## config.mk

```make
export PLATFORM = sky130hd
export DESIGN_NAME = smfpm_top
export DESIGN_NICKNAME = d
export VERILOG_FILES = /design/src/smfpm_pkg.sv /design/src/smfpm_top.sv /design/src/smfpm_merge.sv /design/src/smfpm_blk.sv
export SDC_FILE = /design/constraint.sdc
export NUM_CORES = 1
export LEC_CHECK = 0
export ABC_AREA = 1
export CORE_MARGIN = 3
export CORE_UTILIZATION = 60
export DETAILED_ROUTE_END_ITERATION = 10
export DONT_BUFFER_PORTS = 1
export PLACE_DENSITY = 0.76
export RECOVER_POWER = 100
export SYNTH_ARGS = -nofsm -noshare
export SYNTH_HDL_FRONTEND = slang
export SYNTH_SLANG_ARGS = --single-unit
```

## constraint.sdc

```tcl
create_clock -name CLK_I -period 3.9 [get_ports CLK_I]
set_clock_uncertainty 0.15 [all_clocks]
set_input_delay 0.585 -clock CLK_I [delete_from_list [all_inputs] [get_ports CLK_I]]
set_output_delay 0.585 -clock CLK_I [all_outputs]
set_load 0.05 [all_outputs]
```

## src/smfpm_pkg.sv

```systemverilog
// constants shared by the field protocol mapper and its helpers
package smfpm_pkg;

  // field access types presented by the requester
  localparam logic [2:0] QUICK_ACCESS_TYPE        = 3'h0;
  localparam logic [2:0] SEND_RECEIVE_ACCESS_TYPE = 3'h1;
  localparam logic [2:0] BYTE_ACCESS_TYPE         = 3'h2;
  localparam logic [2:0] WORD_ACCESS_TYPE         = 3'h3;
  localparam logic [2:0] BLOCK_ACCESS_TYPE        = 3'h4;

  // frame kinds handed to the byte-level bus engine
  localparam logic [3:0] PROTO_QUICK   = 4'h0;
  localparam logic [3:0] PROTO_SEND    = 4'h1;
  localparam logic [3:0] PROTO_RECV    = 4'h2;
  localparam logic [3:0] PROTO_WR_BYTE = 4'h3;
  localparam logic [3:0] PROTO_RD_BYTE = 4'h4;
  localparam logic [3:0] PROTO_WR_WORD = 4'h5;
  localparam logic [3:0] PROTO_RD_WORD = 4'h6;
  localparam logic [3:0] PROTO_WR_BLK  = 4'h7;
  localparam logic [3:0] PROTO_RD_BLK  = 4'h8;

  // direction bit in bit 0 of the address byte
  localparam logic RW_QUICK_READ  = 1'b0;
  localparam logic RW_QUICK_WRITE = 1'b1;
  localparam logic RW_WRITE       = 1'b0;
  localparam logic RW_READ        = 1'b1;

  // command codes, register widths and block limit
  localparam logic [7:0] CMD_DEFAULT = 8'h00;
  localparam logic [7:0] BYTE_STEP   = 8'h01;
  localparam logic [7:0] WORD_STEP   = 8'h02;
  localparam int         BYTE_BITS   = 8;
  localparam int         WORD_BITS   = 16;
  localparam logic [5:0] BLK_MAX     = 6'h20;

endpackage

```

## src/smfpm_top.sv

```systemverilog
// field protocol mapper: turns field reads and writes into bus frames
`timescale 1ns/1ps
`default_nettype none

module smfpm_top (
  // clock and reset
  input  wire logic        CLK_I,
  input  wire logic        RST_I,
  // field request
  input  wire logic        REQ_I,
  input  wire logic        REQ_WRITE_I,
  input  wire logic [2:0]  REQ_TYPE_I,
  input  wire logic [6:0]  REQ_ADDR_I,
  input  wire logic        REQ_CMD_SET_I,
  input  wire logic [7:0]  REQ_CMD_I,
  input  wire logic [3:0]  REQ_BIT_OFS_I,
  input  wire logic [5:0]  REQ_BIT_LEN_I,
  input  wire logic [31:0] REQ_WDATA_I,
  // field answer
  output logic             BUSY_O,
  output logic             DONE_O,
  output logic [31:0]      RDATA_O,
  // block buffers
  input  wire logic        BLK_WR_VALID_I,
  input  wire logic [7:0]  BLK_WR_DATA_I,
  output logic             BLK_WR_READY_O,
  output logic             BLK_RD_VALID_O,
  output logic [7:0]       BLK_RD_DATA_O,
  // bus frame engine
  output logic             BUS_START_O,
  output logic [3:0]       BUS_PROTO_O,
  output logic [7:0]       BUS_ADDR_O,
  output logic [7:0]       BUS_CMD_O,
  output logic [15:0]      BUS_WDATA_O,
  output logic [5:0]       BUS_COUNT_O,
  output logic             BUS_TX_VALID_O,
  output logic [7:0]       BUS_TX_DATA_O,
  input  wire logic        BUS_TX_READY_I,
  input  wire logic        BUS_RX_VALID_I,
  input  wire logic [7:0]  BUS_RX_DATA_I,
  input  wire logic        BUS_DONE_I
);

  typedef enum logic [2:0] {S_IDLE, S_COLLECT, S_ISSUE, S_WAIT, S_NEXT, S_FINISH} smfpm_state_type;

  smfpm_state_type state_r;
  logic [2:0]      type_r;
  logic            wr_r;
  logic [6:0]      addr_r;
  logic [7:0]      base_r;
  logic [3:0]      ofs_r;
  logic [5:0]      len_r;
  logic [31:0]     wdata_r;
  logic [2:0]      idx_r;
  logic [2:0]      last_r;
  logic            phase_wr_r;
  logic [15:0]     reg_r;
  logic [47:0]     acc_r;
  logic [5:0]      pos_r;
  logic [5:0]      rd_cnt_r;
  logic            blk_start_r;
  logic [15:0]     merged;
  logic            blk_cnt_valid;
  logic [5:0]      blk_cnt;
  logic            is_word;
  logic            is_reg;
  logic            eff_wr;

  // bits of the field laid over the registers, lowest register first
  function automatic logic [47:0] place_byte(input logic [47:0] acc, input int bit_at, input logic [7:0] b);
    logic [47:0] res;
    res = acc;
    for (int i = 0; i < 8; i++) begin
      if (bit_at + i < 48) begin
        res[bit_at + i] = b[i];
      end
    end
    return res;
  endfunction

  function automatic logic [31:0] extract(input logic [47:0] acc, input logic [3:0] ofs, input logic [5:0] len);
    logic [47:0] sh;
    logic [31:0] mask;
    sh   = acc >> ofs;
    mask = (len >= 6'd32) ? 32'hFFFFFFFF : ((32'h00000001 << len) - 32'h00000001);
    return sh[31:0] & mask;
  endfunction

  assign is_word = (type_r == smfpm_pkg::WORD_ACCESS_TYPE);
  assign is_reg  = (type_r == smfpm_pkg::SEND_RECEIVE_ACCESS_TYPE) ||
                   (type_r == smfpm_pkg::BYTE_ACCESS_TYPE) || is_word;
  // register fields are read first so untouched bits survive the write
  assign eff_wr  = is_reg ? (wr_r & phase_wr_r) : wr_r;

  smfpm_merge u_merge (
    .reg_i    (reg_r),
    .word_i   (is_word),
    .idx_i    (idx_r),
    .ofs_i    (ofs_r),
    .len_i    (len_r),
    .wdata_i  (wdata_r),
    .merged_o (merged)
  );

  smfpm_blk u_blk (
    .clk_i       (CLK_I),
    .rst_i       (RST_I),
    .start_i     (blk_start_r),
    .cnt_valid_o (blk_cnt_valid),
    .cnt_o       (blk_cnt),
    .wr_valid_i  (BLK_WR_VALID_I),
    .wr_data_i   (BLK_WR_DATA_I),
    .wr_ready_o  (BLK_WR_READY_O),
    .tx_valid_o  (BUS_TX_VALID_O),
    .tx_data_o   (BUS_TX_DATA_O),
    .tx_ready_i  (BUS_TX_READY_I)
  );

  // request capture and sequencing
  always_ff @(posedge CLK_I) begin
    if (RST_I) begin
      state_r     <= S_IDLE;
      type_r      <= smfpm_pkg::QUICK_ACCESS_TYPE;
      wr_r        <= 1'b0;
      addr_r      <= 7'h00;
      base_r      <= smfpm_pkg::CMD_DEFAULT;
      ofs_r       <= 4'h0;
      len_r       <= 6'h00;
      wdata_r     <= 32'h00000000;
      idx_r       <= 3'h0;
      last_r      <= 3'h0;
      phase_wr_r  <= 1'b0;
      blk_start_r <= 1'b0;
      BUSY_O      <= 1'b0;
    end else begin
      blk_start_r <= 1'b0;
      case (state_r)
        S_IDLE: begin
          if (REQ_I) begin
            type_r     <= REQ_TYPE_I;
            wr_r       <= REQ_WRITE_I;
            addr_r     <= REQ_ADDR_I;
            base_r     <= REQ_CMD_SET_I ? REQ_CMD_I : smfpm_pkg::CMD_DEFAULT;
            ofs_r      <= REQ_BIT_OFS_I;
            len_r      <= REQ_BIT_LEN_I;
            wdata_r    <= REQ_WDATA_I;
            idx_r      <= 3'h0;
            phase_wr_r <= 1'b0;
            BUSY_O     <= 1'b1;
            // index of the last register touched by the field, rounded up to whole registers
            if (REQ_TYPE_I == smfpm_pkg::WORD_ACCESS_TYPE) begin
              last_r <= 3'((7'(REQ_BIT_OFS_I) + 7'(REQ_BIT_LEN_I) + 7'd15) / 7'd16 - 7'd1);
            end else begin
              last_r <= 3'((7'(REQ_BIT_OFS_I) + 7'(REQ_BIT_LEN_I) + 7'd7) / 7'd8 - 7'd1);
            end
            if (REQ_TYPE_I == smfpm_pkg::BLOCK_ACCESS_TYPE && REQ_WRITE_I) begin
              blk_start_r <= 1'b1;
              state_r     <= S_COLLECT;
            end else begin
              state_r <= S_ISSUE;
            end
          end
        end
        S_COLLECT: begin
          if (blk_cnt_valid) begin
            state_r <= S_ISSUE;
          end
        end
        S_ISSUE: state_r <= S_WAIT;
        S_WAIT: begin
          if (BUS_DONE_I) begin
            state_r <= S_NEXT;
          end
        end
        S_NEXT: begin
          if (!is_reg) begin
            state_r <= S_FINISH;
          end else if (wr_r && !phase_wr_r) begin
            phase_wr_r <= 1'b1;
            state_r    <= S_ISSUE;
          end else if (idx_r == last_r || type_r == smfpm_pkg::SEND_RECEIVE_ACCESS_TYPE) begin
            state_r <= S_FINISH;
          end else begin
            idx_r      <= idx_r + 3'h1;
            phase_wr_r <= 1'b0;
            state_r    <= S_ISSUE;
          end
        end
        S_FINISH: begin
          BUSY_O  <= 1'b0;
          state_r <= S_IDLE;
        end
        default: state_r <= S_IDLE;
      endcase
    end
  end

  // frame description, latched as the frame is started
  always_ff @(posedge CLK_I) begin
    if (RST_I) begin
      BUS_START_O <= 1'b0;
      BUS_PROTO_O <= smfpm_pkg::PROTO_QUICK;
      BUS_ADDR_O  <= 8'h00;
      BUS_CMD_O   <= 8'h00;
      BUS_WDATA_O <= 16'h0000;
      BUS_COUNT_O <= 6'h00;
    end else if (state_r == S_ISSUE) begin
      BUS_START_O <= 1'b1;
      BUS_ADDR_O  <= {addr_r, eff_wr ? smfpm_pkg::RW_WRITE : smfpm_pkg::RW_READ};
      BUS_CMD_O   <= base_r + (is_word ? smfpm_pkg::WORD_STEP : smfpm_pkg::BYTE_STEP) * 8'(idx_r);
      BUS_WDATA_O <= is_word ? merged : {8'h00, merged[7:0]};
      BUS_COUNT_O <= 6'h00;
      case (type_r)
        smfpm_pkg::QUICK_ACCESS_TYPE: begin
          BUS_PROTO_O <= smfpm_pkg::PROTO_QUICK;
          BUS_ADDR_O  <= {addr_r, wr_r ? smfpm_pkg::RW_QUICK_WRITE : smfpm_pkg::RW_QUICK_READ};
          BUS_CMD_O   <= 8'h00;
          BUS_WDATA_O <= 16'h0000;
        end
        smfpm_pkg::SEND_RECEIVE_ACCESS_TYPE: begin
          BUS_PROTO_O <= eff_wr ? smfpm_pkg::PROTO_SEND : smfpm_pkg::PROTO_RECV;
          BUS_CMD_O   <= eff_wr ? merged[7:0] : 8'h00;
        end
        smfpm_pkg::BYTE_ACCESS_TYPE: BUS_PROTO_O <= eff_wr ? smfpm_pkg::PROTO_WR_BYTE : smfpm_pkg::PROTO_RD_BYTE;
        smfpm_pkg::WORD_ACCESS_TYPE: BUS_PROTO_O <= eff_wr ? smfpm_pkg::PROTO_WR_WORD : smfpm_pkg::PROTO_RD_WORD;
        default: begin
          BUS_PROTO_O <= eff_wr ? smfpm_pkg::PROTO_WR_BLK : smfpm_pkg::PROTO_RD_BLK;
          BUS_COUNT_O <= eff_wr ? blk_cnt : 6'h00;
        end
      endcase
    end else if (BUS_DONE_I) begin
      BUS_START_O <= 1'b0;
    end
  end

  // returned bytes: register images, accumulator and block read stream
  always_ff @(posedge CLK_I) begin
    if (RST_I) begin
      reg_r          <= 16'h0000;
      acc_r          <= 48'h000000000000;
      pos_r          <= 6'h00;
      rd_cnt_r       <= 6'h00;
      BLK_RD_VALID_O <= 1'b0;
      BLK_RD_DATA_O  <= 8'h00;
    end else begin
      BLK_RD_VALID_O <= 1'b0;
      if (state_r == S_IDLE) begin
        acc_r <= 48'h000000000000;
      end
      if (state_r == S_ISSUE) begin
        pos_r <= 6'h00;
      end else if (state_r == S_WAIT && BUS_RX_VALID_I) begin
        pos_r <= pos_r + 6'h01;
        if (is_reg) begin
          if (pos_r[0]) begin
            reg_r[15:8] <= BUS_RX_DATA_I;
          end else begin
            reg_r[7:0] <= BUS_RX_DATA_I;
          end
          acc_r <= place_byte(acc_r, int'(idx_r) * (is_word ? 16 : 8) + (pos_r[0] ? 8 : 0), BUS_RX_DATA_I);
        end else if (type_r == smfpm_pkg::BLOCK_ACCESS_TYPE) begin
          // count first, then data; bytes past the limit are dropped
          if (pos_r == 6'h00) begin
            rd_cnt_r       <= (BUS_RX_DATA_I > 8'(smfpm_pkg::BLK_MAX)) ? smfpm_pkg::BLK_MAX : BUS_RX_DATA_I[5:0];
            BLK_RD_VALID_O <= 1'b1;
            BLK_RD_DATA_O  <= (BUS_RX_DATA_I > 8'(smfpm_pkg::BLK_MAX)) ? 8'(smfpm_pkg::BLK_MAX) : BUS_RX_DATA_I;
          end else if (pos_r <= rd_cnt_r) begin
            BLK_RD_VALID_O <= 1'b1;
            BLK_RD_DATA_O  <= BUS_RX_DATA_I;
          end
        end
      end
    end
  end

  // completion answer
  always_ff @(posedge CLK_I) begin
    if (RST_I) begin
      DONE_O  <= 1'b0;
      RDATA_O <= 32'h00000000;
    end else begin
      DONE_O <= (state_r == S_FINISH);
      if (state_r == S_FINISH) begin
        RDATA_O <= (is_reg && !wr_r) ? extract(acc_r, ofs_r, len_r) : 32'h00000000;
      end
    end
  end
endmodule

`default_nettype wire

```

## src/smfpm_merge.sv

```systemverilog
// merges new field bits into one register image, keeping the other bits
`timescale 1ns/1ps
`default_nettype none

module smfpm_merge (
  // register image and its place in the field
  input  wire logic [15:0] reg_i,
  input  wire logic        word_i,
  input  wire logic [2:0]  idx_i,
  // field geometry and new value
  input  wire logic [3:0]  ofs_i,
  input  wire logic [5:0]  len_i,
  input  wire logic [31:0] wdata_i,
  // merged image
  output logic [15:0]      merged_o
);

  // each register bit maps to a global field bit; only bits inside the field change
  always_comb begin
    int g;
    int w;
    g = 0;
    w = word_i ? smfpm_pkg::WORD_BITS : smfpm_pkg::BYTE_BITS;
    merged_o = reg_i;
    for (int b = 0; b < 16; b++) begin
      g = int'(idx_i) * w + b;
      if (b < w && g >= int'(ofs_i) && g < int'(ofs_i) + int'(len_i)) begin
        merged_o[b] = wdata_i[(g - int'(ofs_i)) % 32];
      end
    end
  end

endmodule

`default_nettype wire

```

## src/smfpm_blk.sv

```systemverilog
// block write path: takes the count byte, then forwards that many bytes up to the block limit
`timescale 1ns/1ps
`default_nettype none

module smfpm_blk (
  // clock and reset
  input  wire logic       clk_i,
  input  wire logic       rst_i,
  // control from the sequencer
  input  wire logic       start_i,
  output logic            cnt_valid_o,
  output logic [5:0]      cnt_o,
  // requester byte stream
  input  wire logic       wr_valid_i,
  input  wire logic [7:0] wr_data_i,
  output logic            wr_ready_o,
  // bus byte stream
  output logic            tx_valid_o,
  output logic [7:0]      tx_data_o,
  input  wire logic       tx_ready_i
);

  logic       armed_r;
  logic [5:0] rem_r;
  logic       take;
  logic       drain;
  logic       armed_nxt;
  logic [5:0] rem_nxt;
  logic       full_nxt;

  assign take  = wr_valid_i & wr_ready_o;
  assign drain = tx_valid_o & tx_ready_i;

  // next state; ready is registered so it must be derived from next values
  always_comb begin
    armed_nxt = armed_r;
    rem_nxt   = rem_r;
    if (start_i) begin
      armed_nxt = 1'b1;
      rem_nxt   = 6'h00;
    end else if (armed_r && take) begin
      armed_nxt = 1'b0;
      // oversized counts are cut to the block limit
      rem_nxt   = (wr_data_i > 8'(smfpm_pkg::BLK_MAX)) ? smfpm_pkg::BLK_MAX : wr_data_i[5:0];
    end else if (take) begin
      rem_nxt = rem_r - 6'h01;
    end
    full_nxt = (take & ~armed_r) | (tx_valid_o & ~drain);
  end

  // one-entry stage: halves throughput but keeps every output a flop
  always_ff @(posedge clk_i) begin
    if (rst_i) begin
      armed_r     <= 1'b0;
      rem_r       <= 6'h00;
      cnt_o       <= 6'h00;
      cnt_valid_o <= 1'b0;
      wr_ready_o  <= 1'b0;
      tx_valid_o  <= 1'b0;
      tx_data_o   <= 8'h00;
    end else begin
      armed_r     <= armed_nxt;
      rem_r       <= rem_nxt;
      // one pulse per count byte; a level would still be high when the next block starts
      cnt_valid_o <= armed_r & take & ~start_i;
      if (armed_r && take) begin
        cnt_o <= rem_nxt;
      end
      wr_ready_o <= armed_nxt | ((rem_nxt != 6'h00) & ~full_nxt);
      tx_valid_o <= full_nxt;
      if (take && !armed_r) begin
        tx_data_o <= wr_data_i;
      end
    end
  end

endmodule

`default_nettype wire

```

# [Word-level counts from Yosys, hierarchy flattened]
# Index checks and enable logic that the tools add are counted.
[totals] inputBits=85 output_inout_bits=96 ff_bits=258
[op_classes] eq_ne=19 magnitude_cmp=92 addsub=50 n_shift=2 n_reduce_logical=89 mul=2 n_bitwise=38 muxes=185
[op_table] cell="$mux W48" count=40
[op_table] cell="$ge A32 B5 Y1" count=16
[op_table] cell="$lt A32 B32 Y1" count=16
[op_table] cell="$sub A32 B5 Y32" count=16
[op_table] cell="$bwmux W48" count=8
[op_table] cell="$add A32 B4 Y32 const B" count=8
[op_table] cell="$add A32 B5 Y32 const B" count=8
[op_table] cell="$ge A32 B1 Y1 const B" count=8
[op_table] cell="$lt A32 B7 Y1 const B" count=8
[op_table] cell="$lt A32 B8 Y1 const B" count=8
[op_table] cell="$add A32 B3 Y32 const B" count=4
[op_table] cell="$lt A6 B7 Y1 const B" count=16
[op_table] cell="$reduce_or A5 Y1" count=17
[op_table] cell="$bmux W1 S5" count=16
[op_table] cell="$mux W1" count=72
[op_table] cell="$add A32 B2 Y32 const B" count=2
[op_table] cell="$mux W32" count=2
[op_table] cell="$demux W1 S6" count=8
[op_table] cell="$shr A48 B4 Y32" count=1
[op_table] cell="$logic_and A1 B1 Y1" count=46
[op_table] cell="$mux W6" count=7
[op_table] cell="$lt A4 B5 Y1 const A" count=8
[op_table] cell="$mux W8" count=5
[op_table] cell="$mux W3" count=12
[op_table] cell="other kinds (52)" count=125

# [Logic depth before layout (Yosys ltp)]
# Gate-level depths: netlist of run 1.
[logic_depth] ltp_word=55 depth_mapped=20 mapped_depth_nobuf=19

# [By module]
# A second synthesis of run 1 with hierarchy kept.
[hier_totals] cells_unflattened=2776 hier_area_um2=17742.0
[by_module_without_submodules] module="smfpm_top" area_per_inst_um2=12913.6 instances=1 cells_per_inst=1918
[by_module_without_submodules] module="smfpm_merge" area_per_inst_um2=3728.6 instances=1 cells_per_inst=706
[by_module_without_submodules] module="smfpm_blk" area_per_inst_um2=1099.8 instances=1 cells_per_inst=152

# [Worst setup path after synthesis of run 1]
# No wires, ideal clock.
[synth_path] path_type="register to register" start="reg type_r[2]" end="reg BUS_WDATA_O[9]" period_less_slack_ns=3.141 arrival_ns=2.878 setup_ns=0.113 path_slack_ns=0.759 stages_incl_launch_ff=17 path_cell_list="dfxtp_1 -> inv_2 -> nand3_4 -> nor2_1 -> inv_1 -> fa_1 -> xor2_1 -> ha_1 -> inv_1 -> nor2_1 -> nor3_1 -> a21boi_1 -> nand2_1 -> nand2_1 -> nand3_1 -> nand3_1 -> nand2_1"
[synth_via] elab_chain_cells=11
[synth_rtl] item="start, declared" line="smfpm_top.sv:47" rtl="logic [2:0] type_r;"
[synth_rtl] item="start signal, assigned" line="smfpm_top.sv:123" rtl="type_r <= smfpm_pkg::QUICK_ACCESS_TYPE;"
[synth_rtl] item="$eq A3 B2 Y1" line="smfpm_top.sv:89" rtl="assign is_word = (type_r == smfpm_pkg::WORD_ACCESS_TYPE);"
[synth_rtl] item="$mux W5" line="smfpm_merge.sv:23" rtl="w = word_i ? smfpm_pkg::WORD_BITS : smfpm_pkg::BYTE_BITS;"
[synth_rtl] item="$mul A3 B5 Y8" line="smfpm_merge.sv:26" rtl="g = int'(idx_i) * w + b;"
[synth_rtl] item="$add A32 B5 Y32" line="smfpm_merge.sv:26"
[synth_rtl] item="$sub A32 B5 Y32" line="smfpm_merge.sv:28" rtl="merged_o[b] = wdata_i[(g - int'(ofs_i)) % 32];"
[synth_rtl] item="$bmux W1 S5" line="smfpm_merge.sv:28"
[synth_rtl] item="$mux W1 (not written as such) (2 in series)" line="smfpm_merge.sv:28"
[synth_rtl] item="$mux W1" line="smfpm_merge.sv:27" rtl="if (b < w && g >= int'(ofs_i) && g < int'(ofs_i) + int'(len_i)) begin"
[synth_rtl] item="$mux W16" line="smfpm_top.sv:211" rtl="BUS_WDATA_O <= is_word ? merged : {8'h00, merged[7:0]};"
[synth_rtl] item="$mux W16 *" line="smfpm_top.sv:213" rtl="case (type_r)"
[synth_rtl] item="end signal, assigned" line="smfpm_top.sv:211"
[synth_rtl] item="end, declared" line="smfpm_top.sv:34" rtl="output logic [15:0] BUS_WDATA_O,"
# Mark *: on every way between the ends. The rest lies on a longest branch, timed or not. The select of a mux whose other input is x is not followed.
# A chain may end at the register's enable or synchronous reset.

# [Final worst setup path of run 1]
[layout_path] start="reg type_r[2]" end="reg BUS_WDATA_O[8]"
# The elaborated chain is that of the path after synthesis.

==> summary.txt, run 1 <==
GLOBAL ROUTE
-----------------------------------------------------------------------------------------------------
Vias in the first global route .........................................................        17.4k
Initial antenna violation count ........................................................            0
Final global-route overflow total ......................................................            0
Global-route wire length before repair .................................................     90900 um
Total global routing track utilization .................................................        0.356
Pin count of the biggest net entering global routing ...................................          111

CRITICAL PATH
-----------------------------------------------------------------------------------------------------
Worst stage delay on the critical path .................................................       570 ps
Crit Path Class ........................................................................   reg -> reg
Critical register-to-register path startpoint .......................................... type_r[2]$_SDFFE_PP0P_
Family with the most delay on the worst path ........................................... simple AND/OR/NAND/NOR gates
Setup slack of the most critical reg-to-reg path .......................................       270 ps
Buf/Inv on CP ..........................................................................            5
Worst R2R Path Depth ...................................................................           17
Kind of start point of the critical path ...............................................     register
Cells along the critical path .......................................................... inv_2 > nand3_4 > nor2_1 > inv_1 > fa_1 > xor2_1 > ha_1 > inv_1 > nor2_1 > nor3_1 > buf_4 > a21boi_1 > nand2_1 > clkinv_1 > nand3_1 > nand3_1 > nand2_1
Arrival time worst endpoint ............................................................      3970 ps
CP Data Required Time ..................................................................      4230 ps
Maximum fanout along the worst path ....................................................            8
Capturing element type of the critical path ............................................     register
Standard cell with the maximum stage delay on the critical path ........................         fa_1
Capturing point of the worst reg2reg path .............................................. BUS_WDATA_O[8]$_SDFFE_PP0P_

ROUTE
-----------------------------------------------------------------------------------------------------
Count of TritonRoute iterations in the first routing pass ..............................            6
Routed Antenna Nets ....................................................................            0
Average wire per cell in the routed design .............................................      18.0 um
Drt first-iter violations ..............................................................         2283
Via count ..............................................................................        18.9k
Routed WL ..............................................................................     57000 um
Vias per cell ..........................................................................         5.98
Number of design rule violations left after detail routing .............................            0

LOGIC SYNTHESIS
-----------------------------------------------------------------------------------------------------
Post-synthesis share of cell area spent on full adders, half adders and majority gates .       0.0415
Area leader, netlist ...................................................................      dfxtp_1
FF+latch count, synth ..................................................................          257
Synth warnings .........................................................................            0
Top cells by area in the synthesized netlist ........................................... dfxtp_1 30%, nand2_1 17%, nand3_1 12%
Combinational family with the most area after synthesis ................................ simple AND/OR/NAND/NOR gates
Number of enable flip-flop cells after synthesis .......................................            0
Share of the synthesized netlist area taken by xor and xnor gates ......................       0.0187
Post-synthesis average cell area .......................................................     6.19 um2
Number of distinct library cells after synthesis .......................................           54
Proportion of synthesized flip-flops having asynchronous set or reset ..................            0
Cells after Synth ......................................................................         2796
Multiplexer share of the synthesized area ..............................................      0.00231
Sequential share of the synthesized area ...............................................        0.297
Mapped Area ............................................................................   0.0173 mm2
Area share of the largest cell type after synthesis ....................................        0.297
Most used flip-flop cell after synthesis ...............................................      dfxtp_1
Simple-gate area share of the yosys netlist ............................................        0.397
Post-synthesis compound-gate area fraction .............................................        0.154

POWER
-----------------------------------------------------------------------------------------------------
PD cells ...............................................................................   652 mW/mm2
Static power due to leakage ............................................................      8.70 nW
Final Total Pwr ........................................................................      12.2 mW
Max rail drop VDD ......................................................................       483 uV

FINAL LAYOUT
-----------------------------------------------------------------------------------------------------
Non-filler cells, final ................................................................         3165
Most frequent cells in the layout ...................................................... 783 x nand2_1, 415 x nand3_1, 283 x nor2_1
Net total in the final layout ..........................................................         2905
Fraction of layout instances using a drive strength above 1 ............................       0.0420
Layout area overhead ...................................................................        8.21%
Final design area excluding fillers ....................................................   0.0187 mm2
Total inserted antenna cells ...........................................................            0
Most frequent standard cell in the layout excluding fill and tap cells .................      nand2_1

STA
-----------------------------------------------------------------------------------------------------
Period utilisation layout ..............................................................        0.932
Final hold violation count .............................................................            0
Max-slew violation count ...............................................................           35
F_max ..................................................................................      275 MHz
Fin Hold WS ............................................................................      7.00 ps
Slew of the pin with the lowest slew margin ............................................      1650 ps
Setup_tns ..............................................................................         0 ps
Count of endpoints failing setup in the final report ...................................            0
Worst-case headroom to the max-slew limit ..............................................       -0.102
Setup repair after global routing missed its margin ....................................           no
Clock period minus worst slack .........................................................      3630 ps

CLOCK NETWORK
-----------------------------------------------------------------------------------------------------
Clock latency at the later pin of the worst-skew pair ..................................       580 ps
Maximum clock insertion buffer count ...................................................            3
Number of sinks on the clock net .......................................................          257
Post-CTS setup repair buffer count .....................................................            0
Clk Tree Root Cell .....................................................................    clkbuf_16
Clock transition at path regs ..........................................................        70 ps
Inserted Clock Buffers .................................................................           28
TritonCTS clock tree ...................................................................          yes
Htree depth ............................................................................            1

RUN STATUS
-----------------------------------------------------------------------------------------------------
Run status ............................................................................. finished, violations left
Failing checks ......................................................................... max-capacitance violations, max-slew violations

WORST HOLD PATH
-----------------------------------------------------------------------------------------------------
Min-Delay Endpoint ..................................................................... base_r[5]$_SDFFE_PP0P_
Cells on Worst Hold Path ...............................................................            2
Launch point of the worst hold path .................................................... REQ_CMD_I[5]
Path category of the worst min-delay check .............................................    in -> reg

FLOORPLANNING
-----------------------------------------------------------------------------------------------------
Chip height ............................................................................       176 um
Initial core utilization ...............................................................        0.616
Width of the die .......................................................................       176 um
Core Box Area ..........................................................................   0.0281 mm2
Total number of placement rows .........................................................           61
Number of primary I/O pins .............................................................          181
Area of the die ........................................................................   0.0309 mm2

PLACEMENT
-----------------------------------------------------------------------------------------------------
Placer's final routability congestion estimate .........................................         1.01
Cell Area, Placed ......................................................................   0.0175 mm2
Number of port buffers .................................................................            0
Detailed Place HPWL ....................................................................     41700 um
Total instance count after detailed placement ..........................................         3083

JOB
-----------------------------------------------------------------------------------------------------
Max-cap violations .....................................................................            1

## state kept, by name (all words and copies together), names as in the netlist, 4 cells and up
name             flops
acc_r               47
RDATA_O             32
wdata_r             32
BUS_WDATA_O         16
reg_r               16
BLK_RD_DATA_O        8
BUS_ADDR_O           8
BUS_CMD_O            8
base_r               8
u_blk.tx_data_o      8
addr_r               7
BUS_COUNT_O          6
len_r                6
pos_r                6
rd_cnt_r             6
u_blk.cnt_o          6
u_blk.rem_r          6
BUS_PROTO_O          4
ofs_r                4
## final cells by class
type / instances / area (um2)
fill: 2590 / 9360
timing repair buffer: 63 / 542
sequential: 257 / 5150
tap: 378 / 473
inverter: 276 / 1040
multi-input combinational: 2139 / 10500
clock inverter: 20 / 270
clock buffer: 32 / 726
## worst max-delay path by stage
stage / depth (start not counted) / slack [ps] / end / startpoint
2_1_floorplan: 16 / 760 / BUS_WDATA_O[9]$_SDFFE_PP0P_ / type_r[2]$_SDFFE_PP0P_
3_3_place_gp: 17 / 380 / BUS_WDATA_O[8]$_SDFFE_PP0P_ / type_r[2]$_SDFFE_PP0P_
3_5_place_dp: 17 / 290 / BUS_CMD_O[4]$_SDFFE_PP0P_ / type_r[2]$_SDFFE_PP0P_
4_1_cts: 15 / 270 / BUS_WDATA_O[3]$_SDFFE_PP0P_ / type_r[2]$_SDFFE_PP0P_
5_1_grt: 18 / 20 / BUS_WDATA_O[8]$_SDFFE_PP0P_ / type_r[2]$_SDFFE_PP0P_
6_report: 17 / 270 / BUS_WDATA_O[8]$_SDFFE_PP0P_ / type_r[2]$_SDFFE_PP0P_
## synthesized netlist by cell type (5+ instances only)
| library cell | n |
|---|---|
| nor2_1 | 275 |
| a32o_1 | 12 |
| inv_1 | 263 |
| nor2_4 | 13 |
| ha_1 | 51 |
| a22o_1 | 26 |
| o211ai_1 | 31 |
| dfxtp_1 | 257 |
| xnor2_1 | 9 |
| o22ai_1 | 6 |
| o31ai_1 | 5 |
| a211oi_1 | 5 |
| buf_2 | 20 |
| nor2_2 | 6 |
| nor3_1 | 30 |
| clkbuf_1 | 88 |
| nand2_1 | 782 |
| buf_1 | 14 |
| or2_2 | 9 |
| xor2_1 | 28 |
| o21ai_0 | 182 |
| a21oi_1 | 123 |
| nand3b_1 | 11 |
| clkinv_1 | 10 |
| nand4_1 | 30 |
| a31oi_1 | 36 |
| nand3_1 | 415 |
## layer usage
| layer | vias to the layer above | track usage | wire length (um) |
|---|---|---|---|
| met4 | 0 | 0.105 | 2030 |
| met1 | 8608 | 0.508 | 24700 |
| met3 | 150 | 0.0579 | 5890 |
| li1 | 9189 | - | - |
| met2 | 995 | 0.555 | 24400 |
| met5 | - | 0 | 0 |
## what timing repair did
action                     CTS  global route
hold buffers                30             0
resized for setup            0             1
hold endpoints to repair    95             0
setup endpoints to repair    0             3
## metrics by stage
| stage | util | setup WS (ps) |
|---|---|---|
| final | 0.667 | 267 |
| after global routing | 0.667 | 15.2 |
| after CTS | 0.671 | 268 |
| after detailed placement | 0.625 | 290 |
| after global placement | 0.625 | 377 |
| after floorplan | - | 759 |
## power by group
part           switching, mW  total [mW]  internal, mW
Combinational           3.97        5.75          1.77
Sequential             0.615        3.59          2.97
Clock                   1.19        2.88          1.68
## kinds of logic after synthesis
logic type / Yosys count
AND/OR/NAND/NOR: 1587
other: 1
AO/OA/AOI/OAI: 454
XOR/XNOR: 37
adder cells (fa/ha/maj): 55
flip-flops: 257
buffers and inverters: 401
multiplexers: 4
No activity file was read; power rests on OpenSTA's default activity.
==> run 2: changes to the inputs <==
--- a/config.mk
+++ b/config.mk
@@ -5,7 +5,6 @@
 export SDC_FILE = /design/constraint.sdc
 export NUM_CORES = 1
 export LEC_CHECK = 0
-export ABC_AREA = 1
 export CORE_MARGIN = 3
 export CORE_UTILIZATION = 60
 export DETAILED_ROUTE_END_ITERATION = 10
@@ -15,3 +14,4 @@
 export SYNTH_ARGS = -nofsm -noshare
 export SYNTH_HDL_FRONTEND = slang
 export SYNTH_SLANG_ARGS = --single-unit
+export TNS_END_PERCENT = 10
==> run 2 against run 1 <==
The flow still finishes with violations (max-capacitance violations, max-slew violations). First-iteration DRC count down 27%. Area after synthesis down 4.0%. Cell count down 28%. Power down 32%. Utilization down 0.39 points. Register-to-register slack about the same. Hold slack better by 4.3 ps. Design area down 4.1%. Clock-buffer cell count up 5. Maximum frequency about the same.
==> summary.txt, run 2 <==
FINAL LAYOUT
-------------------------------------------------------------------------------------
Final Util .............................................................        0.663
Most frequent standard cell in the layout excluding fill and tap cells .      nand2_1
Number of fill cells ...................................................         2243
Layout area overhead ...................................................        8.18%
Fraction of layout instances using a drive strength above 1 ............        0.112
Total inserted antenna cells ...........................................            0
Net total in the final layout ..........................................         2012
Number of flip-flops in the largest register ...........................           47
Top flop regs .......................................................... acc_r (47), RDATA_O (32), wdata_r (32)
Most frequent cells in the layout ...................................... 316 x nand2_1, 253 x dfxtp_1, 203 x a21oi_1
Largest reg by FF count ................................................        acc_r

POWER
-------------------------------------------------------------------------------------
Final Total Pwr ........................................................      8.30 mW
PD cells ...............................................................   462 mW/mm2
Part of the total power dissipated in combinational logic ..............        0.297
Max rail drop VDD ......................................................       401 uV
Internal power .........................................................      5.37 mW
Power share of the clock group .........................................        0.327
Sequential Power Share .................................................        0.376
Static power due to leakage ............................................      6.50 nW
Share of total power consumed by net switching .........................        0.353
Switching power of the nets ............................................      2.93 mW

CRITICAL PATH
-------------------------------------------------------------------------------------
Crit Path Class ........................................................   reg -> reg
Arrival time worst endpoint ............................................      3920 ps
Critical register-to-register path startpoint .......................... type_r[1]$_SDFFE_PP0P_
CP Data Required Time ..................................................      4190 ps
Setup slack of the most critical reg-to-reg path .......................       270 ps
Cells along the critical path .......................................... and3b_2 > and2_1 > inv_1 > fa_1 > inv_1 > xnor2_1 > ha_1 > nand3_1 > or2_2 > o311ai_0 > mux2i_1 > o21ai_0
Capturing point of the worst reg2reg path .............................. BUS_WDATA_O[10]$_SDFFE_PP0P_
Most numerous cell on the critical path ................................        inv_1
Kind of start point of the critical path ...............................     register
Standard cell with the maximum stage delay on the critical path ........         fa_1
Maximum fanout along the worst path ....................................            9
Worst stage delay on the critical path .................................       560 ps
Worst R2R Path Depth ...................................................           12
Capturing element type of the critical path ............................     register
Family with the most delay on the worst path ........................... simple AND/OR/NAND/NOR gates
Buf/Inv on CP ..........................................................            2

STA
-------------------------------------------------------------------------------------
Count of endpoints failing setup in the final report ...................            0
Clock period minus worst slack .........................................      3630 ps
Worst-case headroom to the max-slew limit ..............................       -0.209
F_max ..................................................................      275 MHz
Final hold violation count .............................................            0
Max-slew violation count ...............................................           60
Setup repair after global routing missed its margin ....................           no
Slew of the pin with the lowest slew margin ............................      1810 ps
Setup_tns ..............................................................         0 ps
Period utilisation layout ..............................................        0.932

PLACEMENT
-------------------------------------------------------------------------------------
Number of port buffers .................................................            0
Placer's final routability congestion estimate .........................        0.970
Detailed Place HPWL ....................................................     35700 um

WORST HOLD PATH
-------------------------------------------------------------------------------------
Launch point of the worst hold path .................................... REQ_WDATA_I[31]
Cells on Worst Hold Path ...............................................            2
Path category of the worst min-delay check .............................    in -> reg
Min-Delay Endpoint ..................................................... wdata_r[31]$_SDFFE_PP0P_

LOGIC SYNTHESIS
-------------------------------------------------------------------------------------
Top cells by count, synth .............................................. 316 x nand2_1, 257 x dfxtp_1, 203 x a21oi_1
Mapped Area ............................................................   0.0166 mm2
Number of distinct library cells after synthesis .......................           72
Synth warnings .........................................................            0
Cell with the most instances after synthesis ...........................      nand2_1
Number of enable flip-flop cells after synthesis .......................            0
Area share of the largest cell type after synthesis ....................        0.310
Proportion of synthesized flip-flops having asynchronous set or reset ..            0
Cells after Synth ......................................................         1924
FF+latch count, synth ..................................................          257
Most used flip-flop cell after synthesis ...............................      dfxtp_1
Sequential share of the synthesized area ...............................        0.310
Area leader, netlist ...................................................      dfxtp_1
Top cells by area in the synthesized netlist ........................... dfxtp_1 31%, mux4_2 13%, nand2_1 7.1%
Post-synthesis average cell area .......................................     8.63 um2

CLOCK NETWORK
-------------------------------------------------------------------------------------
Inserted Clock Buffers .................................................           27
Htree depth ............................................................            1
Number of sinks on the clock net .......................................          257
Maximum clock insertion buffer count ...................................            3
Clk Tree Root Cell .....................................................    clkbuf_16
Clock transition at path regs ..........................................        60 ps
Clock latency at the later pin of the worst-skew pair ..................       560 ps
TritonCTS clock tree ...................................................          yes

ROUTE
-------------------------------------------------------------------------------------
Number of design rule violations left after detail routing .............            0
Count of TritonRoute iterations in the first routing pass ..............            8
Vias per cell ..........................................................         6.70
Highest metal layer with signal wires ..................................         met5
Average wire per cell in the routed design .............................      22.2 um
Drt first-iter violations ..............................................         1669
Routed WL ..............................................................     50400 um
Total met3 wirelength after detailed routing ...........................      6060 um
M1 wire length .........................................................     20900 um
Total length of routed met2 wires ......................................     22200 um
Via count ..............................................................        15.2k
Routed Antenna Nets ....................................................            0

RUN STATUS
-------------------------------------------------------------------------------------
Failing checks ......................................................... max-capacitance violations, max-slew violations
Run status ............................................................. finished, violations left

GLOBAL ROUTE
-------------------------------------------------------------------------------------
Final global-route overflow total ......................................            0
Total global routing track utilization .................................        0.332
Pin count of the biggest net entering global routing ...................          162
Global-route wire length before repair .................................     78800 um
Vias in the first global route .........................................        14.2k
Initial antenna violation count ........................................            1

FLOORPLANNING
-------------------------------------------------------------------------------------
Core Box Area ..........................................................   0.0271 mm2
Chip height ............................................................       172 um
Initial core utilization ...............................................        0.613
Number of primary I/O pins .............................................          181
Area of the die ........................................................   0.0297 mm2
Total number of placement rows .........................................           60
Width of the die .......................................................       172 um

JOB
-------------------------------------------------------------------------------------
Max-cap violations .....................................................            2

-- run 2: area by class of cell --
type | instances | area, um2 | area share
Timing Repair Buffer | 68 | 579 | 0.0322
Tap cell | 372 | 465 | 0.0259
Clock inverter | 12 | 165 | 0.00919
Clock buffer | 37 | 773 | 0.0430
Sequential cell | 257 | 5150 | 0.287
Inverter | 43 | 161 | 0.00898
Multi-Input combinational cell | 1475 | 10700 | 0.594
-- run 2: repair_timing --
action                                 4_1_cts  5_1_grt
hold buffers                                31        0
endpoints found under the hold margin      176        0
setup endpoints to repair                    0        4
gates resized for setup                      0        4
setup buffers                                0        0
-- run 2: metrics by stage --
step	std cells	setup slack, ps	hold WS (ps)	area (um2)
global route	2264	16.8	0.970	18000
detailed placement	2184	295	294	16700
floorplan	1925	92.0	282	16600
CTS	2264	265	0.160	18000
global placement	2184	351	283	16700
finish	2264	266	11.3	18000
-- run 2: worst reg2reg max path: stages (launching register included) --
cell and delay (ps):
dfxtp_1 470, and3b_2 290, and2_1 180, inv_1 70, fa_1 560, inv_1 130
xnor2_1 90, ha_1 300, nand3_1 180, or2_2 370, o311ai_0 430, mux2i_1 220
o21ai_0 80
-- run 2: worst max-delay path by stage --
stage / startpoint / to / slack (ps) / depth (start not counted)
global placement: type_r[1]$_SDFFE_PP0P_ / BUS_CMD_O[4]$_SDFFE_PP0P_ / 350 / 13
finish: type_r[1]$_SDFFE_PP0P_ / BUS_WDATA_O[10]$_SDFFE_PP0P_ / 270 / 12
floorplan: ofs_r[1]$_SDFFE_PP0P_ / BUS_CMD_O[2]$_SDFFE_PP0P_ / 90 / 13
global route: ofs_r[0]$_SDFFE_PP0P_ / RDATA_O[17]$_SDFFE_PP0P_ / 20 / 9
detailed placement: type_r[1]$_SDFFE_PP0P_ / BUS_WDATA_O[9]$_SDFFE_PP0P_ / 290 / 12
CTS: type_r[1]$_SDFFE_PP0P_ / BUS_WDATA_O[9]$_SDFFE_PP0P_ / 270 / 12
-- run 2: power groups by stage --
stage                     combinational, mW  sequential [mW]  clock (mW)
after global placement                 2.33             3.16           0
after global routing                   2.67             3.14        2.86
after detailed placement               2.35             3.17           0
final                                  2.46             3.12        2.72
after CTS                              2.43             3.11        2.74
after floorplan                        1.90             3.08           0
-- run 2: per-layer routing --
| metal | vias up | track usage |
|---|---|---|
| li1 | 6968 | - |
| met1 | 7307 | 0.464 |
| met2 | 788 | 0.511 |
| met3 | 95 | 0.0983 |
| met4 | 2 | 0.0764 |
| met5 | - | 0 |
-- run 2: logic make-up (layout without fill, tap and decap cells) --
family,after synthesis,count (layout),share of synthesized area
and+or+nand+nor,654,654,0.175
xor gates and xnor gates,71,71,0.0374
other,1,2,0.000226
muxes,181,181,0.190
adders and majority gates,55,55,0.0432
buffers and inverters,193,160,0.0482
AOI/OAI and AO/OA,512,512,0.196
DFF,257,257,0.310
==> run 3: changes to the inputs <==
--- a/config.mk
+++ b/config.mk
@@ -6,10 +6,9 @@
 export NUM_CORES = 1
 export LEC_CHECK = 0
 export CORE_MARGIN = 3
-export CORE_UTILIZATION = 60
+export CORE_UTILIZATION = 35
 export DETAILED_ROUTE_END_ITERATION = 10
 export DONT_BUFFER_PORTS = 1
-export PLACE_DENSITY = 0.76
 export RECOVER_POWER = 100
 export SYNTH_ARGS = -nofsm -noshare
 export SYNTH_HDL_FRONTEND = slang
==> run 3 against run 2 <==
The flow still finishes with violations (max-capacitance violations, max-slew violations). Wire length increased by 11%. Sequential cell count unchanged. Non-clock buffer count increased by 37. Critical endpoint is now BUS_WDATA_O[13]$_SDFFE_PP0P_. Clock power increased by 2%. Register-to-register slack improved by 30 ps. Via count about the same. Global-route usage decreased by 12 points. Maximum frequency increased by 0.73%.
==> summary.txt, run 3 (same netlist as run 2, synthesis figures left out) <==
RUN STATUS
-------------------------------------------------------------------------------------
Run status ............................................................. finished, violations left
Failing checks ......................................................... max-capacitance violations, max-slew violations

GLOBAL ROUTE
-------------------------------------------------------------------------------------
Global-route wire length before repair .................................     86400 um
Pin count of the biggest net entering global routing ...................          162
Initial antenna violation count ........................................            2
Vias in the first global route .........................................        14.3k
Final global-route overflow total ......................................            0
Total global routing track utilization .................................        0.217

STA
-------------------------------------------------------------------------------------
Worst-case headroom to the max-slew limit ..............................       -0.221
F_max ..................................................................      277 MHz
Period utilisation layout ..............................................        0.925
Slack of the critical path .............................................       292 ps
Setup_tns ..............................................................         0 ps
Max-slew violation count ...............................................           34
Final hold violation count .............................................            0
Clock period minus worst slack .........................................      3610 ps
Setup repair after global routing missed its margin ....................           no
Count of endpoints failing setup in the final report ...................            0
Fin Hold WS ............................................................      14.2 ps
Slew of the pin with the lowest slew margin ............................      1830 ps

POWER
-------------------------------------------------------------------------------------
Part of the total power dissipated in combinational logic ..............        0.302
Max rail drop VDD ......................................................       341 uV
Share of total power consumed by net switching .........................        0.364
PD cells ...............................................................   453 mW/mm2
Final Total Pwr ........................................................      8.44 mW
Static power due to leakage ............................................      6.66 nW
Switching power of the nets ............................................      3.07 mW
Sequential Power Share .................................................        0.369
Power share of the clock group .........................................        0.328
Internal power .........................................................      5.37 mW

CRITICAL PATH
-------------------------------------------------------------------------------------
Kind of start point of the critical path ...............................     register
Maximum fanout along the worst path ....................................            7
CP Data Required Time ..................................................      4210 ps
Arrival time worst endpoint ............................................      3920 ps
Crit Path Class ........................................................   reg -> reg
Capturing element type of the critical path ............................     register

FINAL LAYOUT
-------------------------------------------------------------------------------------
Largest reg by FF count ................................................        acc_r
Non-filler cells, final ................................................         2542
Number of fill cells ...................................................         4640
Number of flip-flops in the largest register ...........................           47
Fraction of layout instances using a drive strength above 1 ............        0.111
Total inserted antenna cells ...........................................            0
Most frequent standard cell in the layout excluding fill and tap cells .      nand2_1
Most frequent cells in the layout ...................................... 316 x nand2_1, 256 x dfxtp_1, 203 x a21oi_1
Top flop regs .......................................................... acc_r (47), RDATA_O (32), wdata_r (32)
Net total in the final layout ..........................................         2052
Layout area overhead ...................................................        12.3%

PLACEMENT
-------------------------------------------------------------------------------------
Number of port buffers .................................................            0
Total instance count after detailed placement ..........................         2420
Setup slack at placement ...............................................       394 ps
Placer's final routability congestion estimate .........................        0.942
Detailed Place HPWL ....................................................     39300 um

CLOCK NETWORK
-------------------------------------------------------------------------------------
Clk Tree Root Cell .....................................................    clkbuf_16
TritonCTS clock tree ...................................................          yes
Maximum clock insertion buffer count ...................................            3
Clock transition at path regs ..........................................        60 ps
Clock latency at the later pin of the worst-skew pair ..................       600 ps
Inserted Clock Buffers .................................................           30
Number of sinks on the clock net .......................................          257
Htree depth ............................................................            1

ROUTE
-------------------------------------------------------------------------------------
Total length of routed met2 wires ......................................     24700 um
Average wire per cell in the routed design .............................      22.0 um
Highest metal layer with signal wires ..................................         met5
Number of design rule violations left after detail routing .............            0
Drt first-iter violations ..............................................         1476
Via count ..............................................................        15.2k
Routed WL ..............................................................     55900 um
M1 wire length .........................................................     24800 um
Count of TritonRoute iterations in the first routing pass ..............            6
Routed Antenna Nets ....................................................            0
Total met3 wirelength after detailed routing ...........................      5090 um
Vias per cell ..........................................................         5.97

FLOORPLANNING
-------------------------------------------------------------------------------------
Initial core utilization ...............................................        0.355
Chip height ............................................................       224 um
Core Box Area ..........................................................   0.0468 mm2
Total number of placement rows .........................................           79
Area of the die ........................................................   0.0501 mm2
Width of the die .......................................................       224 um
Number of primary I/O pins .............................................          181

JOB
-------------------------------------------------------------------------------------
Max-cap violations .....................................................            1

WORST HOLD PATH
-------------------------------------------------------------------------------------
Path category of the worst min-delay check .............................    in -> reg

-- run 3: changes by cell type in the layout (fill, tap and decap cells not counted), moves of 2 or more --
cell,delta
clkinv_4,-2
clkinv_2,+2
buf_4,+3
dfxtp_4,-2
dlygate4sd3_1,+36
o311ai_1,-2
dfxtp_1,+3
bufinv_16,-3
o311ai_0,+2
clkbuf_16,+3
clkinvlp_4,+3
clkbuf_8,+2
-- run 3: layout make-up --
cell class / count / area, um2 / area share
well taps: 607 / 759 / 0.0407
inverters: 43 / 161 / 0.00866
flip-flops and latches: 257 / 5150 / 0.276
clock buffers: 43 / 880 / 0.0472
clock inverters: 12 / 86.3 / 0.00463
repair buffers: 105 / 953 / 0.0511
multi-input cells: 1475 / 10700 / 0.572
-- run 3: stage by stage --
| stage | area (um2) | util |
|---|---|---|
| floorplan | 16600 | - |
| global placement | 17000 | 0.364 |
| detailed placement | 17000 | 0.364 |
| CTS | 18700 | 0.399 |
| global route | 18600 | 0.399 |
| finish | 18600 | 0.399 |
-- run 3: metal layers --
metal  global-route usage  vias to the layer above
met1                0.307                     7411
met5                    0                        -
li1                     -                     7027
met3               0.0528                       87
met2                0.334                      646
met4               0.0506                        4
-- run 3: power groups by stage --
stage / Clock (mW) / Sequential, mW / Combinational [mW]
detailed placement: 0 / 3.17 / 2.40
finish: 2.77 / 3.12 / 2.55
global route: 2.92 / 3.14 / 2.78
global placement: 0 / 3.16 / 2.37
CTS: 2.82 / 3.11 / 2.52
floorplan: 0 / 3.08 / 1.90
-- run 3: worst paths after layout --
| kind | from | end | slack, ps | cells past startpoint |
|---|---|---|---|---|
| worst max-delay path | type_r[2]$_SDFFE_PP0P_ | BUS_WDATA_O[13]$_SDFFE_PP0P_ | 290 | 13 |
| worst min-delay path | BUS_RX_DATA_I[2] | BLK_RD_DATA_O[2]$_SDFFE_PP0P_ | 10 | 2 |
| worst max register to register | type_r[2]$_SDFFE_PP0P_ | BUS_WDATA_O[13]$_SDFFE_PP0P_ | 290 | 13 |
| worst min register to register | addr_r[1]$_SDFFE_PP0P_ | addr_r[1]$_SDFFE_PP0P_ | 300 | 2 |
-- run 3: timing repair --
item / CTS / global route
hold buffers: 65 / 2
endpoints found under the setup margin: 0 / 0
endpoints found under the hold margin: 204 / 2
gates resized for setup: 0 / 0
setup buffers: 0 / 0
-- run 3: critical path: stages (launching register included) --
cell and delay (ps):
dfxtp_1 320, nand3b_1 330, nand2_1 290, inv_1 210, ha_1 340, xnor2_1 160, ha_1 320, a21o_1 160
a211oi_1 360, o211ai_1 250, a21oi_1 160, o31ai_1 100, mux2i_1 210, o21ai_0 90
